**src/limit_mon_pkg.sv**
```systemverilog
// Package: register map, field layout and types for the limit monitor block
`default_nettype none
package limit_mon_pkg;
  localparam int NUM_CH = 8;
  localparam logic [11:0] OFF_START_TASK = 12'h000;
  localparam logic [11:0] OFF_SAMPLE_TASK = 12'h004;
  localparam logic [11:0] OFF_STOP_TASK = 12'h008;
  localparam logic [11:0] OFF_CAL_TASK = 12'h00c;
  localparam logic [11:0] OFF_STARTED_EV = 12'h100;
  localparam logic [11:0] OFF_BUF_FULL_EV = 12'h104;
  localparam logic [11:0] OFF_CONV_DONE_EV = 12'h108;
  localparam logic [11:0] OFF_RES_READY_EV = 12'h10c;
  localparam logic [11:0] OFF_CAL_DONE_EV = 12'h110;
  localparam logic [11:0] OFF_STOPPED_EV = 12'h114;
  localparam logic [11:0] OFF_CH_EV_BASE = 12'h118;
  localparam logic [11:0] OFF_CH7_HIGH_EV = 12'h150;
  localparam logic [11:0] OFF_CH7_LOW_EV = 12'h154;
  localparam logic [11:0] OFF_INT_EN = 12'h300;
  localparam logic [11:0] OFF_INT_SET = 12'h304;
  localparam logic [11:0] OFF_INT_CLR = 12'h308;
  localparam logic [11:0] OFF_STATUS = 12'h400;
  localparam logic [11:0] OFF_ENABLE = 12'h500;
  localparam logic [11:0] OFF_LIMIT_BASE = 12'h51c;
  localparam logic [11:0] LIMIT_STRIDE = 12'h010;
  localparam int LIM_HIGH_LSB = 16;
  localparam int LIM_LOW_LSB = 0;
  localparam logic [31:0] LIMIT_RESET = 32'h7fff_8000;
  localparam int NUM_EV = 6 + 2 * NUM_CH;
  localparam int CAL_TIME_NS = 100;
  localparam int CLK_PERIOD_NS = 10;
  localparam int CAL_CYCLES = (CAL_TIME_NS + CLK_PERIOD_NS - 1) / CLK_PERIOD_NS;
  localparam logic [1:0] HTRANS_NONSEQ = 2'b10;

  // Control sequencer states, Gray along the path
  typedef enum logic [1:0] {
    ST_OFF = 2'b00,
    ST_RUN = 2'b01,
    ST_CAL = 2'b11
  } seq_state_t;

  // One converter result handed in from the analog side
  typedef struct packed {
    logic valid;
    logic [2:0] ch;
    logic [15:0] value;
    logic last_conv;
    logic buf_full;
  } conv_result_t;
endpackage : limit_mon_pkg
`default_nettype wire

```
**src/limit_store.sv**
```systemverilog
// Small register file holding the per-channel limit words
`timescale 1ns/1ps
`default_nettype none
module limit_store
  import limit_mon_pkg::*;
#(
  parameter int DEPTH = NUM_CH
)
(
  // Clock and reset
  input wire logic MCLK,
  input wire logic RSTN,
  // Write port
  input wire logic wr_en,
  input wire logic [$clog2(DEPTH)-1:0] wr_idx,
  input wire logic [31:0] wr_data,
  // Registered read port
  input wire logic [$clog2(DEPTH)-1:0] rd_idx,
  output logic [31:0] rd_data,
  // All words, for the comparators
  output logic [DEPTH-1:0][31:0] words
);
  if (DEPTH < 2) $error("limit_store needs at least two words");

  logic [DEPTH-1:0][31:0] mem_q;

  // Word storage
  always_ff @(posedge MCLK or negedge RSTN)
  begin
    if (!RSTN)
      mem_q <= {DEPTH{LIMIT_RESET}};
    else if (wr_en)
      mem_q[wr_idx] <= wr_data;
  end

  // Registered read
  always_ff @(posedge MCLK or negedge RSTN)
  begin
    if (!RSTN)
      rd_data <= 32'h0000_0000;
    else
      rd_data <= mem_q[rd_idx];
  end

  assign words = mem_q;
endmodule : limit_store
`default_nettype wire

```
**src/limit_monitor.sv**
```systemverilog
// Converter control: tasks, events, limit monitor, calibration, AHB-Lite slave
// Function
// [RULE1] Each channel holds upper and lower limit
// [RULE2] Software keeps upper not below lower
// [RULE3] Result outside band raises a monitoring event
// [RULE4] Swapped limits never give inside-band event
// [RULE5] Comparison always runs, no enable needed; here each comparator is gated by the ENABLE register (enable_q)
// [RULE6] Result at or above upper sets high
// [RULE7] Result at or below lower sets low
// [RULE8] Calibrate task starts calibration, completion event
// [RULE9] Software calibrates before use and on drift
// [RULE10] Start task starts converter, prepares buffer
// [RULE11] Sample task takes one sample
// [RULE12] Stop task stops converter, aborts conversions
// [RULE13] Started event after converter starts
// [RULE14] End event when buffer is full
// [RULE15] Conversion done event after each conversion
// [RULE16] Result ready event when result ready
// [RULE17] Interrupt enable bit per event source
// [RULE18] Enable register switches peripheral on/off
// [RULE19] Results are signed, sixteen bits wide
// [RULE20] Set/clear registers write one, zero ignored
// [RULE21] Event sticky until zero written; gated interrupt
//
// Decided for this implementation: register access over AHB-Lite.
`timescale 1ns/1ps
`default_nettype none
module limit_monitor
  import limit_mon_pkg::*;
#(
  parameter int CAL_COUNT = CAL_CYCLES
)
(
  // Clock and reset
  input wire logic MCLK,
  input wire logic RSTN,
  // AHB-Lite slave
  input wire logic HSEL,
  input wire logic [31:0] HADDR,
  input wire logic [1:0] HTRANS,
  input wire logic HWRITE,
  input wire logic [2:0] HSIZE,
  input wire logic [31:0] HWDATA,
  input wire logic HREADY,
  output logic [31:0] HRDATA,
  output logic HREADYOUT,
  output logic HRESP,
  // Converter result stream
  input wire conv_result_t CONV_IN,
  // Converter controls
  output logic CONV_START,
  output logic CONV_SAMPLE,
  output logic CONV_ABORT,
  output logic CONV_POWER,
  output logic CAL_BUSY,
  // Interrupt request
  output logic IRQ
);
  if (CAL_COUNT < 1 || CAL_COUNT > 65535) $error("CAL_COUNT out of range");

  ////////////////////////////////////////////////////////////////////////////
  // Bus address phase capture
  logic wr_pend_q, rd_pend_q;
  logic [11:0] addr_q;
  wire logic take = HSEL & HREADY & (HTRANS == HTRANS_NONSEQ);

  always_ff @(posedge MCLK or negedge RSTN)
  begin
    if (!RSTN)
    begin
      wr_pend_q <= 1'b0;
      rd_pend_q <= 1'b0;
      addr_q <= 12'h000;
    end
    else
    begin
      wr_pend_q <= take & HWRITE;
      rd_pend_q <= take & ~HWRITE;
      if (take)
        addr_q <= HADDR[11:0];
    end
  end

  assign HREADYOUT = 1'b1;
  assign HRESP = 1'b0;

  ////////////////////////////////////////////////////////////////////////////
  // Write decode
  function automatic logic hit(input logic [11:0] a, input logic [11:0] off);
    hit = (a == off);
  endfunction : hit

  wire logic wr_start = wr_pend_q & hit(addr_q, OFF_START_TASK) & HWDATA[0];
  wire logic wr_sample = wr_pend_q & hit(addr_q, OFF_SAMPLE_TASK) & HWDATA[0];
  wire logic wr_stop = wr_pend_q & hit(addr_q, OFF_STOP_TASK) & HWDATA[0];
  wire logic wr_cal = wr_pend_q & hit(addr_q, OFF_CAL_TASK) & HWDATA[0];
  wire logic wr_interrupt_enable = wr_pend_q & hit(addr_q, OFF_INT_EN);
  wire logic wr_inset = wr_pend_q & hit(addr_q, OFF_INT_SET);
  wire logic wr_inclr = wr_pend_q & hit(addr_q, OFF_INT_CLR);
  wire logic wr_enable = wr_pend_q & hit(addr_q, OFF_ENABLE);
  wire logic [11:0] lim_rel = addr_q - OFF_LIMIT_BASE;
  wire logic lim_sel = (addr_q >= OFF_LIMIT_BASE) && (lim_rel[3:0] == 4'h0)
    && (lim_rel[11:4] < 8'(NUM_CH));
  wire logic [2:0] lim_idx = lim_rel[6:4];
  wire logic ev_sel = (addr_q >= OFF_STARTED_EV) && (addr_q <= OFF_CH7_LOW_EV)
    && (addr_q[1:0] == 2'b00);
  wire logic [11:0] ev_rel = addr_q - OFF_STARTED_EV;
  wire logic [4:0] ev_idx = ev_rel[6:2];

  ////////////////////////////////////////////////////////////////////////////
  // Enable register and sequencer
  logic enable_q;
  seq_state_t state_q, state_d;
  logic [15:0] cal_cnt_q;
  logic started_pulse, cal_done_pulse, stopped_pulse;

  always_ff @(posedge MCLK or negedge RSTN)
  begin
    if (!RSTN)
      enable_q <= 1'b0;
    else if (wr_enable)
      enable_q <= HWDATA[0]; // RULE18
  end

  // Next-state selection
  always_comb
  begin
    state_d = state_q;
    if (!enable_q)
      state_d = ST_OFF;
    else
      unique case (state_q)
        ST_OFF:
          if (wr_cal)
            state_d = ST_CAL; // RULE8
          else if (wr_start)
            state_d = ST_RUN; // RULE10
        ST_RUN:
          if (wr_stop)
            state_d = ST_OFF; // RULE12
          else if (wr_cal)
            state_d = ST_CAL;
        ST_CAL:
          if (wr_stop || cal_cnt_q == 16'h0001)
            state_d = ST_OFF;
        default:
          state_d = ST_OFF;
      endcase
  end

  always_ff @(posedge MCLK or negedge RSTN)
  begin
    if (!RSTN)
    begin
      state_q <= ST_OFF;
      cal_cnt_q <= 16'h0000;
    end
    else
    begin
      state_q <= state_d;
      if (state_q != ST_CAL && state_d == ST_CAL)
        cal_cnt_q <= 16'(CAL_COUNT); // RULE8
      else if (cal_cnt_q != 16'h0000)
        cal_cnt_q <= cal_cnt_q - 16'h0001;
    end
  end

  assign started_pulse = enable_q & wr_start; // RULE13
  assign cal_done_pulse = (state_q == ST_CAL) & (cal_cnt_q == 16'h0001) & enable_q
    & ~wr_stop; // RULE8
  assign stopped_pulse = enable_q & wr_stop & (state_q != ST_OFF);

  // Converter control strobes
  always_ff @(posedge MCLK or negedge RSTN)
  begin
    if (!RSTN)
    begin
      CONV_START <= 1'b0;
      CONV_SAMPLE <= 1'b0;
      CONV_ABORT <= 1'b0;
    end
    else
    begin
      CONV_START <= started_pulse; // RULE10
      CONV_SAMPLE <= wr_sample & enable_q & (state_q == ST_RUN); // RULE11
      CONV_ABORT <= wr_stop & enable_q; // RULE12
    end
  end

  assign CONV_POWER = enable_q;
  assign CAL_BUSY = (state_q == ST_CAL);

  ////////////////////////////////////////////////////////////////////////////
  // Limit storage and comparators
  logic [NUM_CH-1:0][31:0] lim_words;
  logic [31:0] lim_rd;
  logic [NUM_CH-1:0] above_hit, below_hit;

  limit_store #(.DEPTH(NUM_CH)) u_store (
    .MCLK(MCLK),
    .RSTN(RSTN),
    .wr_en(wr_pend_q & lim_sel), // RULE1
    .wr_idx(lim_idx),
    .wr_data(HWDATA),
    .rd_idx(HADDR[6:4] - 3'h1),
    .rd_data(lim_rd),
    .words(lim_words)
  );

  // Signed compare of the incoming result against each channel's band
  for (genvar c = 0; c < NUM_CH; c++)
  begin : g_cmp
    wire logic signed [15:0] hi = lim_words[c][LIM_HIGH_LSB +: 16];
    wire logic signed [15:0] lo = lim_words[c][LIM_LOW_LSB +: 16];
    wire logic signed [15:0] res = CONV_IN.value; // RULE19
    wire logic mine = CONV_IN.valid & enable_q & (CONV_IN.ch == 3'(c));
    // Each test on its own limit, so swapped limits cannot form an inside band
    assign above_hit[c] = mine & (res >= hi); // RULE6 RULE3 RULE4 RULE5
    assign below_hit[c] = mine & (res <= lo); // RULE7 RULE3 RULE4 RULE5
  end

  ////////////////////////////////////////////////////////////////////////////
  // Sticky event flags, index = (offset - 0x100) / 4
  logic [NUM_EV-1:0] ev_q, ev_set, interrupt_enable_q;
  wire logic conv_ok = CONV_IN.valid & enable_q & (state_q == ST_RUN);

  always_comb
  begin
    ev_set = '0;
    ev_set[0] = started_pulse;
    ev_set[1] = conv_ok & CONV_IN.buf_full; // RULE14
    ev_set[2] = conv_ok; // RULE15
    ev_set[3] = conv_ok & CONV_IN.last_conv; // RULE16
    ev_set[4] = cal_done_pulse;
    ev_set[5] = stopped_pulse;
    for (int c = 0; c < NUM_CH; c++)
    begin
      ev_set[6 + 2 * c] = above_hit[c];
      ev_set[7 + 2 * c] = below_hit[c];
    end
  end

  always_ff @(posedge MCLK or negedge RSTN)
  begin
    if (!RSTN)
      ev_q <= '0;
    else
      for (int e = 0; e < NUM_EV; e++)
        if (ev_set[e])
          ev_q[e] <= 1'b1; // RULE21
        else if (wr_pend_q && ev_sel && ev_idx == 5'(e) && !HWDATA[0])
          ev_q[e] <= 1'b0; // RULE21
  end

  // Interrupt enable with set/clear aliases
  always_ff @(posedge MCLK or negedge RSTN)
  begin
    if (!RSTN)
      interrupt_enable_q <= '0;
    else if (wr_interrupt_enable)
      interrupt_enable_q <= HWDATA[NUM_EV-1:0]; // RULE17
    else if (wr_inset)
      interrupt_enable_q <= interrupt_enable_q | HWDATA[NUM_EV-1:0]; // RULE20
    else if (wr_inclr)
      interrupt_enable_q <= interrupt_enable_q & ~HWDATA[NUM_EV-1:0]; // RULE20
  end

  assign IRQ = |(ev_q & interrupt_enable_q); // RULE21

  ////////////////////////////////////////////////////////////////////////////
  // Read data, registered from the address phase
  logic [11:0] raddr;
  logic [31:0] rd_mux;
  logic lim_rd_q;
  logic [31:0] hrdata_q;
  assign raddr = HADDR[11:0];
  wire logic [11:0] rev_rel = raddr - OFF_STARTED_EV;
  wire logic rev_sel = (raddr >= OFF_STARTED_EV) && (raddr <= OFF_CH7_LOW_EV)
    && (raddr[1:0] == 2'b00);
  wire logic [11:0] rlim_rel = raddr - OFF_LIMIT_BASE;
  wire logic rlim_sel = (raddr >= OFF_LIMIT_BASE) && (rlim_rel[3:0] == 4'h0)
    && (rlim_rel[11:4] < 8'(NUM_CH));

  always_comb
  begin
    rd_mux = 32'h0000_0000;
    if (rev_sel)
      rd_mux = {31'h0, ev_q[rev_rel[6:2]]};
    else if (raddr == OFF_INT_EN || raddr == OFF_INT_SET || raddr == OFF_INT_CLR)
      rd_mux = {{(32-NUM_EV){1'b0}}, interrupt_enable_q};
    else if (raddr == OFF_STATUS)
      rd_mux = {31'h0, state_q != ST_OFF};
    else if (raddr == OFF_ENABLE)
      rd_mux = {31'h0, enable_q};
  end

  always_ff @(posedge MCLK or negedge RSTN)
  begin
    if (!RSTN)
    begin
      hrdata_q <= 32'h0000_0000;
      lim_rd_q <= 1'b0;
    end
    else
    begin
      lim_rd_q <= take & ~HWRITE & rlim_sel;
      if (take && !HWRITE)
        hrdata_q <= rd_mux;
    end
  end

  // Limit words come from the store's own registered port
  assign HRDATA = lim_rd_q ? lim_rd : hrdata_q; // RULE1

  ////////////////////////////////////////////////////////////////////////////
  // Checks
  AST_HIGH_EVT: assert property (@(posedge MCLK) disable iff (!RSTN) // RULE6
    above_hit[7] |=> ev_q[20])
    else $error("above-high flag not set");
  AST_LOW_EVT: assert property (@(posedge MCLK) disable iff (!RSTN) // RULE7
    below_hit[0] |=> ev_q[7])
    else $error("below-low flag not set");
  AST_STICKY: assert property (@(posedge MCLK) disable iff (!RSTN) // RULE21
    ev_q[2] && !(wr_pend_q && ev_sel && ev_idx == 5'd2) |=> ev_q[2])
    else $error("event flag dropped without write");
  AST_IRQ: assert property (@(posedge MCLK) disable iff (!RSTN) // RULE21
    (ev_q[4] && interrupt_enable_q[4]) |-> IRQ)
    else $error("interrupt missing");
  AST_CAL: assert property (@(posedge MCLK) disable iff (!RSTN) // RULE8
    (state_q == ST_OFF && enable_q && wr_cal && !wr_enable) |=> CAL_BUSY)
    else $error("calibration did not start");
  AST_STOP: assert property (@(posedge MCLK) disable iff (!RSTN) // RULE12
    (enable_q && wr_stop) |=> CONV_ABORT ##0 (state_q == ST_OFF))
    else $error("stop did not abort");
  AST_START: assert property (@(posedge MCLK) disable iff (!RSTN) // RULE13
    started_pulse |=> ev_q[0] && CONV_START)
    else $error("started event missing");
  AST_SETCLR: assert property (@(posedge MCLK) disable iff (!RSTN) // RULE20
    (wr_inset && HWDATA[0]) |=> interrupt_enable_q[0])
    else $error("interrupt set ignored");
  AST_OFF: assert property (@(posedge MCLK) disable iff (!RSTN) // RULE18
    !enable_q |=> state_q == ST_OFF)
    else $error("sequencer ran while disabled");
  AST_DONE: assert property (@(posedge MCLK) disable iff (!RSTN) // RULE15
    conv_ok |=> ev_q[2])
    else $error("conversion done not flagged");
endmodule : limit_monitor
`default_nettype wire

```
**config.mk**
```make
export PLATFORM = sky130hd
export DESIGN_NAME = limit_monitor
export DESIGN_NICKNAME = d
export VERILOG_FILES = /design/src/limit_mon_pkg.sv /design/src/limit_store.sv /design/src/limit_monitor.sv
export SDC_FILE = /design/constraint.sdc
export NUM_CORES = 1
export LEC_CHECK = 0
export ABC_AREA = 1
export BUFFER_PORTS_ARGS = -buffer_cell sky130_fd_sc_hd__buf_2
export CORE_MARGIN = 8
export CORE_UTILIZATION = 60
export DETAILED_ROUTE_END_ITERATION = 10
export PLACE_DENSITY = 0.78
export SLEW_MARGIN = 0
export SYNTH_ARGS = -nofsm -noshare
export SYNTH_HDL_FRONTEND = slang
export SYNTH_HIERARCHICAL = 1
export SYNTH_SLANG_ARGS = --single-unit
```
**constraint.sdc**
```tcl
create_clock -name MCLK -period 6.5 [get_ports MCLK]
set_input_delay 1.3 -clock MCLK [delete_from_list [all_inputs] [get_ports MCLK]]
set_output_delay 1.3 -clock MCLK [all_outputs]
set_load 0.05 [all_outputs]
```
==> results of run 1 <==
cells by family after synthesis:
logic type                 synth area share
AOI/OAI and AO/OA                     0.106
xor gates and xnor gates            0.00402
adders and majority gates             0.124
buffers and inverters                 0.128
DFF                                   0.379
muxes                              0.000430
other                              0.000287
and+or+nand+nor                       0.258
report_power, final:
group	total [mW]	leakage [nW]	switching, mW	internal, mW
Clock	2.54	0.701	1.05	1.48
Sequential	2.56	4.20	0.0509	2.51
Combinational	0.802	14.4	0.604	0.198
layer usage:
metal	part of all wire	wire length, um	track usage
met5	0	0	0
met4	0.048	3720	0.144
met3	0.080	6250	0.0499
met2	0.47	36400	0.501
met1	0.40	31500	0.390
synthesized netlist by cell type, drive strengths merged:
cell type | count | share of area
a22o | 2 | 0.00067
a21o | 4 | 0.0011
inv | 745 | 0.11
or2 | 2 | 0.00048
nor4 | 15 | 0.0038
o211ai | 6 | 0.0017
o21a | 13 | 0.0038
nor3 | 18 | 0.0041
o2111ai | 1 | 0.00033
clkbuf | 60 | 0.0088
o22ai | 23 | 0.0055
xnor2 | 3 | 0.0010
a21oi | 113 | 0.022
conb | 2 | 0.00029
buf | 62 | 0.013
xor2 | 9 | 0.0030
and2 | 1 | 0.00024
nand3 | 234 | 0.046
a211oi | 1 | 0.00029
ha | 260 | 0.12
dfrtp | 262 | 0.25
nand2 | 1223 | 0.18
dfstp | 128 | 0.13
nand4 | 21 | 0.0050
nor2 | 135 | 0.021
and3 | 2 | 0.00048
o21ai | 359 | 0.069
mux2 | 1 | 0.00043
nand3b | 1 | 0.00029
o21bai | 7 | 0.0020
registers in the layout (all words and copies together), names as in the netlist, named ones only:
signal,flops
CONV_POWER,1
cal_cnt_q,16
CONV_SAMPLE,1
wr_pend_q,1
state_q,2
CONV_ABORT,1
hrdata_q,22
lim_rd_q,1
CONV_START,1
ev_q,22
addr_q,12
u_store/words,256
u_store/rd_data,32
area by class of cell:
type	count	area, sq um
Fill cell	3821	14500
Multi-Input combinational cell	2456	12900
Sequential cell	390	9920
Inverter	745	2800
Clock buffer	70	1290
Tap cell	585	732
Timing Repair Buffer	131	731
Clock inverter	12	145
Antenna cell	2	5.00
per-stage QoR:
step           instances  setup WS [ns]  cell area, sq um
4_1_cts             4389           2.92             28500
2_1_floorplan       3713           3.41             26200
3_5_place_dp        4307           2.33             27100
6_report            4391           2.80             28500
5_1_grt             4391           2.69             28500
3_3_place_gp        4307           2.36             27100
worst paths after layout:
kind,startpoint,endpoint,slack [ns],cells past startpoint
setup / recovery,ev_q[6],IRQ,2.80,5
hold / removal,hrdata_q[0],hrdata_q[0],0.47,2
setup reg to reg,addr_q[3],u_store/words[255],3.03,8
hold reg to reg,hrdata_q[0],hrdata_q[0],0.47,2
max in group asynchronous,RSTN,lim_rd_q,4.41,2
min in group asynchronous,RSTN,u_store/words[40],0.72,1
critical path, delay by kind of cell, from the launching register on:
| kind | cells | cell delay, ns |
|---|---|---|
| buffers and inverters | 1 | 0.29 |
| DFF | 1 | 0.45 |
| and+or+nand+nor | 3 | 0.99 |
| AOI/OAI and AO/OA | 1 | 0.08 |
==> summary.md, run 1 <==
| Metric | Value |
|---|---|
| F_max | `roughly 270 MHz` |
| Final period util | `0.569` |
| PortBufs | `110` |
| Total grt overflow | `0` |
| Clock Latency Late Sink | `0.59 ns` |
| First-pass GRT wire length | `around 120000 um` |
| H-tree Lvls | `2` |
| Die H | `roughly 220 um` |
| FF+latch count, synth | `390` |
| IO Pins | `around 140` |
| Setup CP Type | `flop to primary output` |
| Outcome | `finished clean` |
| Final slew viol count | `0` |
| DR WL/cell | `17.7 um` |
| Drt drc | `0` |
| Leakage | `19.3 nW` |
| PD cells | `about 210 nW/um^2` |
| Yosys cell types | `between 40 and 50` |
| Max incr delay on CP | `approximately 0.65 ns` |
| Final number of setup-violating endpoints | `0` |
| Vias in the first global route | `~23000` |
| Layout Skew | `roughly 0.026 ns` |
| DRT iter0 DRCs | `approximately 2400` |
| Synth Net Count | `about 4100` |
| Post-detail-place hpwl | `54100 um` |
| CTS Buf Count | `44` |
| Worst vdd ir | `~200 uV` |
| Synth Instances | `between 3000 and 4000` |
| RSZ-0062 raised after global routing | `false` |
| Worst Setup Start Kind | `flop` |
| Via count | `about 24000` |
| Sequential fraction of the synthesis area | `0.379` |
| CTS Hold Bufs | `0` |
| Hold WC Path Type | `flop to flop` |
| GRT Overall Usage | `0.305` |
| Nets | `4124` |
| Clock slew at reported path FFs | `0.06 ns` |
| FP Rows | `76` |
| Worst EP arrival | `around 2.4 ns` |
| Critical Path Slowest Stage Cell | `nor4_1` |
| Clock root buffer | `clkbuf_16` |
| Layout cells sized above 1 | `0.0978` |
| DRT antenna net count | `0` |
| Core region area | `around 43000 sq um` |
| Critical-path cell list | `nand2_1 > o21ai_0 > nor4_1 > nand4_1 > buf_2` |
| Area Growth Syn to Fin | `9.09%` |
| Resize count post-CTS | `0` |
| Initial Util | `0.607` |
| CTS Sinks | `a little under 400` |
| Final Power | `approximately 5.9 mW` |
| Fin crit period | `between 3 and 4 ns` |
| Worst slew pin tran | `1.22 ns` |
| Critical path capture point type | `primary output` |
| Antenna violations before repair | `4` |
| Final setup TNS | `0 ns` |
| Warnings from Yosys | `6` |
| Largest net degree at the start of global routing | `about 170` |
| Slew headroom | `0.184` |
| Vias per cell | `around 5.5` |
| Gpl congestion | `approximately 0.95` |
| TritonCTS clock tree | `done` |
| Router iterations before antenna repair | `8` |
| Fin. Hold Viols | `0` |
| WHS | `roughly 0.47 ns` |
| Chip width | `between 200 and 250 um` |
| Syn avg cell area | `approximately 7.0 sq um` |
| Max-Cap Viols | `0` |
| Fin util | `0.663` |
| Post-CTS Setup Bufs | `0` |
| CTS max path bufs | `3` |
| Crit-path max FO | `3` |
| Cell Area, Synth | `between 20000 and 30000 sq um` |
| Most frequent cells in the layout | `1205 x nand2_1, 738 x inv_1, 335 x o21ai_0` |
| DRT Wirelength | `about 80000 um` |
| DIE AREA | `50600 sq um` |
| WP data required | `approximately 5.2 ns` |
| Most common cell after layout, fill and taps aside | `nand2_1` |
No activity file was read; power rests on OpenSTA's default activity.
==> run 2, diff against run 1 <==
==> constraint.sdc (replaced) <==
create_clock -name MCLK -period 3.7 [get_ports MCLK]
set_input_delay 0.74 -clock MCLK [delete_from_list [all_inputs] [get_ports MCLK]]
set_output_delay 0.74 -clock MCLK [all_outputs]
set_load 0.05 [all_outputs]
==> run 2 against run 1 <==
Net effect: core utilization rose by 0.51 points; design area rose by 0.78%; routed wire length fell by 0.86%; cell count rose by 0.27%; largest cell class unchanged.
==> summary.md, run 2 (synthesis results as in run 1) <==
| Metric | Value |
|---|---|
| Nets | `4138 (+0.34%)` |
| RSZ-0062 raised after global routing | `false` |
| CTS Hold Bufs | `0 (unchanged)` |
| Final setup TNS | `0 ns (unchanged)` |
| Antenna violations before repair | `4 (unchanged)` |
| Slew headroom | `0.354 (+0.170)` |
| Setup CP Type | `flop to primary output` |
| Fin. Hold Viols | `0 (unchanged)` |
| IO Pins | `136 (unchanged)` |
| DIE AREA | `50600 sq um (unchanged)` |
| Leakage | `19.4 nW (+0.60%)` |
| Largest delay share family, worst path | `flip-flops` |
| Vias in the first global route | `22700 (+0.38%)` |
| Area of the multi-input gates | `12900 sq um (unchanged)` |
| Seq pwr share | `0.436 (+0.002)` |
| H-tree Lvls | `2 (unchanged)` |
| Clock Latency Late Sink | `0.59 ns (about the same)` |
| Worst Setup Start Kind | `flop` |
| Worst slew pin tran | `0.969 ns (-0.251 ns)` |
| Final slew viol count | `0 (unchanged)` |
| CTS max path bufs | `3 (unchanged)` |
| Final number of setup-violating endpoints | `0 (unchanged)` |
| Resize count post-CTS | `0 (unchanged)` |
| Via count | `23900 (-0.28%)` |
| Post-CTS Setup Bufs | `0 (unchanged)` |
| Max-Cap Viols | `0 (unchanged)` |
| Worst EP arrival | `2.36 ns (-0.04 ns)` |
| Clock slew at reported path FFs | `0.06 ns (about the same)` |
| Layout Skew | `0.0255 ns (-0.0000144 ns)` |
| Router iterations before antenna repair | `6 (-2)` |
| Drt drc | `0 (unchanged)` |
| PD cells | `358 nW/um^2 (+73%)` |
| Critical path buffer and inverter count | `2 (+1)` |
| Area Growth Syn to Fin | `9.94%` |
| PortBufs | `110 (unchanged)` |
| Largest register FFs | `256 (unchanged)` |
| Vias per cell | `5.43 (-0.55%)` |
| Core region area | `43100 sq um (unchanged)` |
| Fin crit period | `3.10 ns` |
| DRT iter0 DRCs | `2169 (-9.0%)` |
| DRT Wirelength | `77200 um (-0.86%)` |
| Final Power | `10.3 mW (+75%)` |
| Clock network power share | `0.424 (-0.006)` |
| Most frequent cells in the layout | `1205 x nand2_1, 738 x inv_1, 335 x o21ai_0` |
| Outcome | `finished clean` |
| WP data required | `2.96 ns (-2.24 ns)` |
| Final period util | `0.838` |
| Clock root buffer | `clkbuf_16` |
| Hold WC Path Type | `input port to async pin` |
| Internal power | `7.30 mW (+74%)` |
| Comb power frac | `0.140 (+0.004)` |
| DRT antenna net count | `0 (unchanged)` |
| Sw Share | `0.291 (+0.00157)` |
| Total grt overflow | `0 (unchanged)` |
| Worst vdd ir | `330 uV (+68%)` |
| Sw Pwr | `3.00 mW (+76%)` |
| Critical path capture point type | `primary output` |
| Most common cell after layout, fill and taps aside | `nand2_1` |
| F_max | `about 320 MHz` |
| Critical-path cell list | `buf_4 > mux2_2 > buf_2` |
| CTS Sinks | `390 (unchanged)` |
| Max incr delay on CP | `0.83 ns (+0.18 ns)` |
| Chip width | `225 um (unchanged)` |
| Initial Util | `0.607 (unchanged)` |
| # fillers | `3818 (-0.079%)` |
| Critical Path Slowest Stage Cell | `dfrtp_2` |
| Post-detail-place hpwl | `54800 um (+1.3%)` |
| Die H | `225 um (unchanged)` |
| Largest net degree at the start of global routing | `130 (-22%)` |
| Storage element area | `9920 sq um (unchanged)` |
| DR WL/cell | `17.5 um (-1.1%)` |
| Gpl congestion | `0.961 (+1.3%)` |
| FP Rows | `76 (unchanged)` |
| TritonCTS clock tree | `done` |
| Crit-path max FO | `30 (+27)` |
| GRT Overall Usage | `0.305 (about the same)` |
| First-pass GRT wire length | `122000 um (+0.26%)` |
| CTS Buf Count | `45 (+2.3%)` |
| Layout cells sized above 1 | `0.102 (+0.00470)` |
-- run 2: path summary, 6_finish.rpt --
| check | startpoint | to | slack [ns] | depth (start not counted) |
|---|---|---|---|---|
| setup / recovery | lim_rd_q | HRDATA[0] | 0.60 | 3 |
| hold / removal | RSTN | u_store/words[6] | 0.16 | 1 |
| setup reg to reg | addr_q[3] | u_store/words[37] | 0.74 | 10 |
| hold reg to reg | flop | flop | 0.48 | 2 |
| max in group asynchronous | RSTN | u_store/words[240] | 2.58 | 2 |
| min in group MCLK | CONV_IN[0] | ev_q[1] | 0.36 | 3 |
-- run 2: layout make-up --
type / instances / share of cell area
Antenna cell: 3 / 0.000261
Clock buffer: 64 / 0.0455
Clock inverter: 16 / 0.00435
Inverter: 745 / 0.0974
Multi-Input combinational cell: 2456 / 0.449
Sequential cell: 390 / 0.345
Tap cell: 585 / 0.0254
Timing Repair Buffer: 144 / 0.0331
-- run 2: through the flow --
step | cell area, sq um | hold WS (ns) | utilization | setup WS, ns | cells
3_3_place_gp | 27300 | 0.454 | 0.634 | 0.925 | 4320
3_5_place_dp | 27300 | 0.475 | 0.634 | 0.852 | 4320
6_report | 28800 | 0.165 | 0.668 | 0.601 | 4403
5_1_grt | 28800 | 0.194 | 0.668 | 0.528 | 4403
4_1_cts | 28800 | 0.168 | 0.668 | 0.604 | 4400
2_1_floorplan | 26200 | 0.442 | - | 1.17 | 3713
-- run 2: worst register-to-register path: cells and delay by family, from the launching register on --
family                 cells  cell delay [ns]
buffers and inverters      2             0.55
flip-flops                 1             0.51
AND/OR/NAND/NOR            6             1.28
AO/OA/AOI/OAI              2             0.46
-- run 2: power by group through the flow --
stage | Clock [mW] | Combinational [mW] | Sequential [mW]
finish | 4.37 | 1.44 | 4.49
global route | 4.58 | 1.57 | 4.50
CTS | 4.43 | 1.43 | 4.49
detailed placement | 0 | 1.42 | 4.56
global placement | 0 | 1.40 | 4.55
floorplan | 0 | 0.859 | 4.52
-- run 2: metal layers --
layer,GRT usage,share of wire,up-vias
met5,0,0.00017,-
met4,0.174,0.058,2
met3,0.0455,0.078,239
met2,0.494,0.46,985
met1,0.387,0.40,11000
li1,-,-,11700
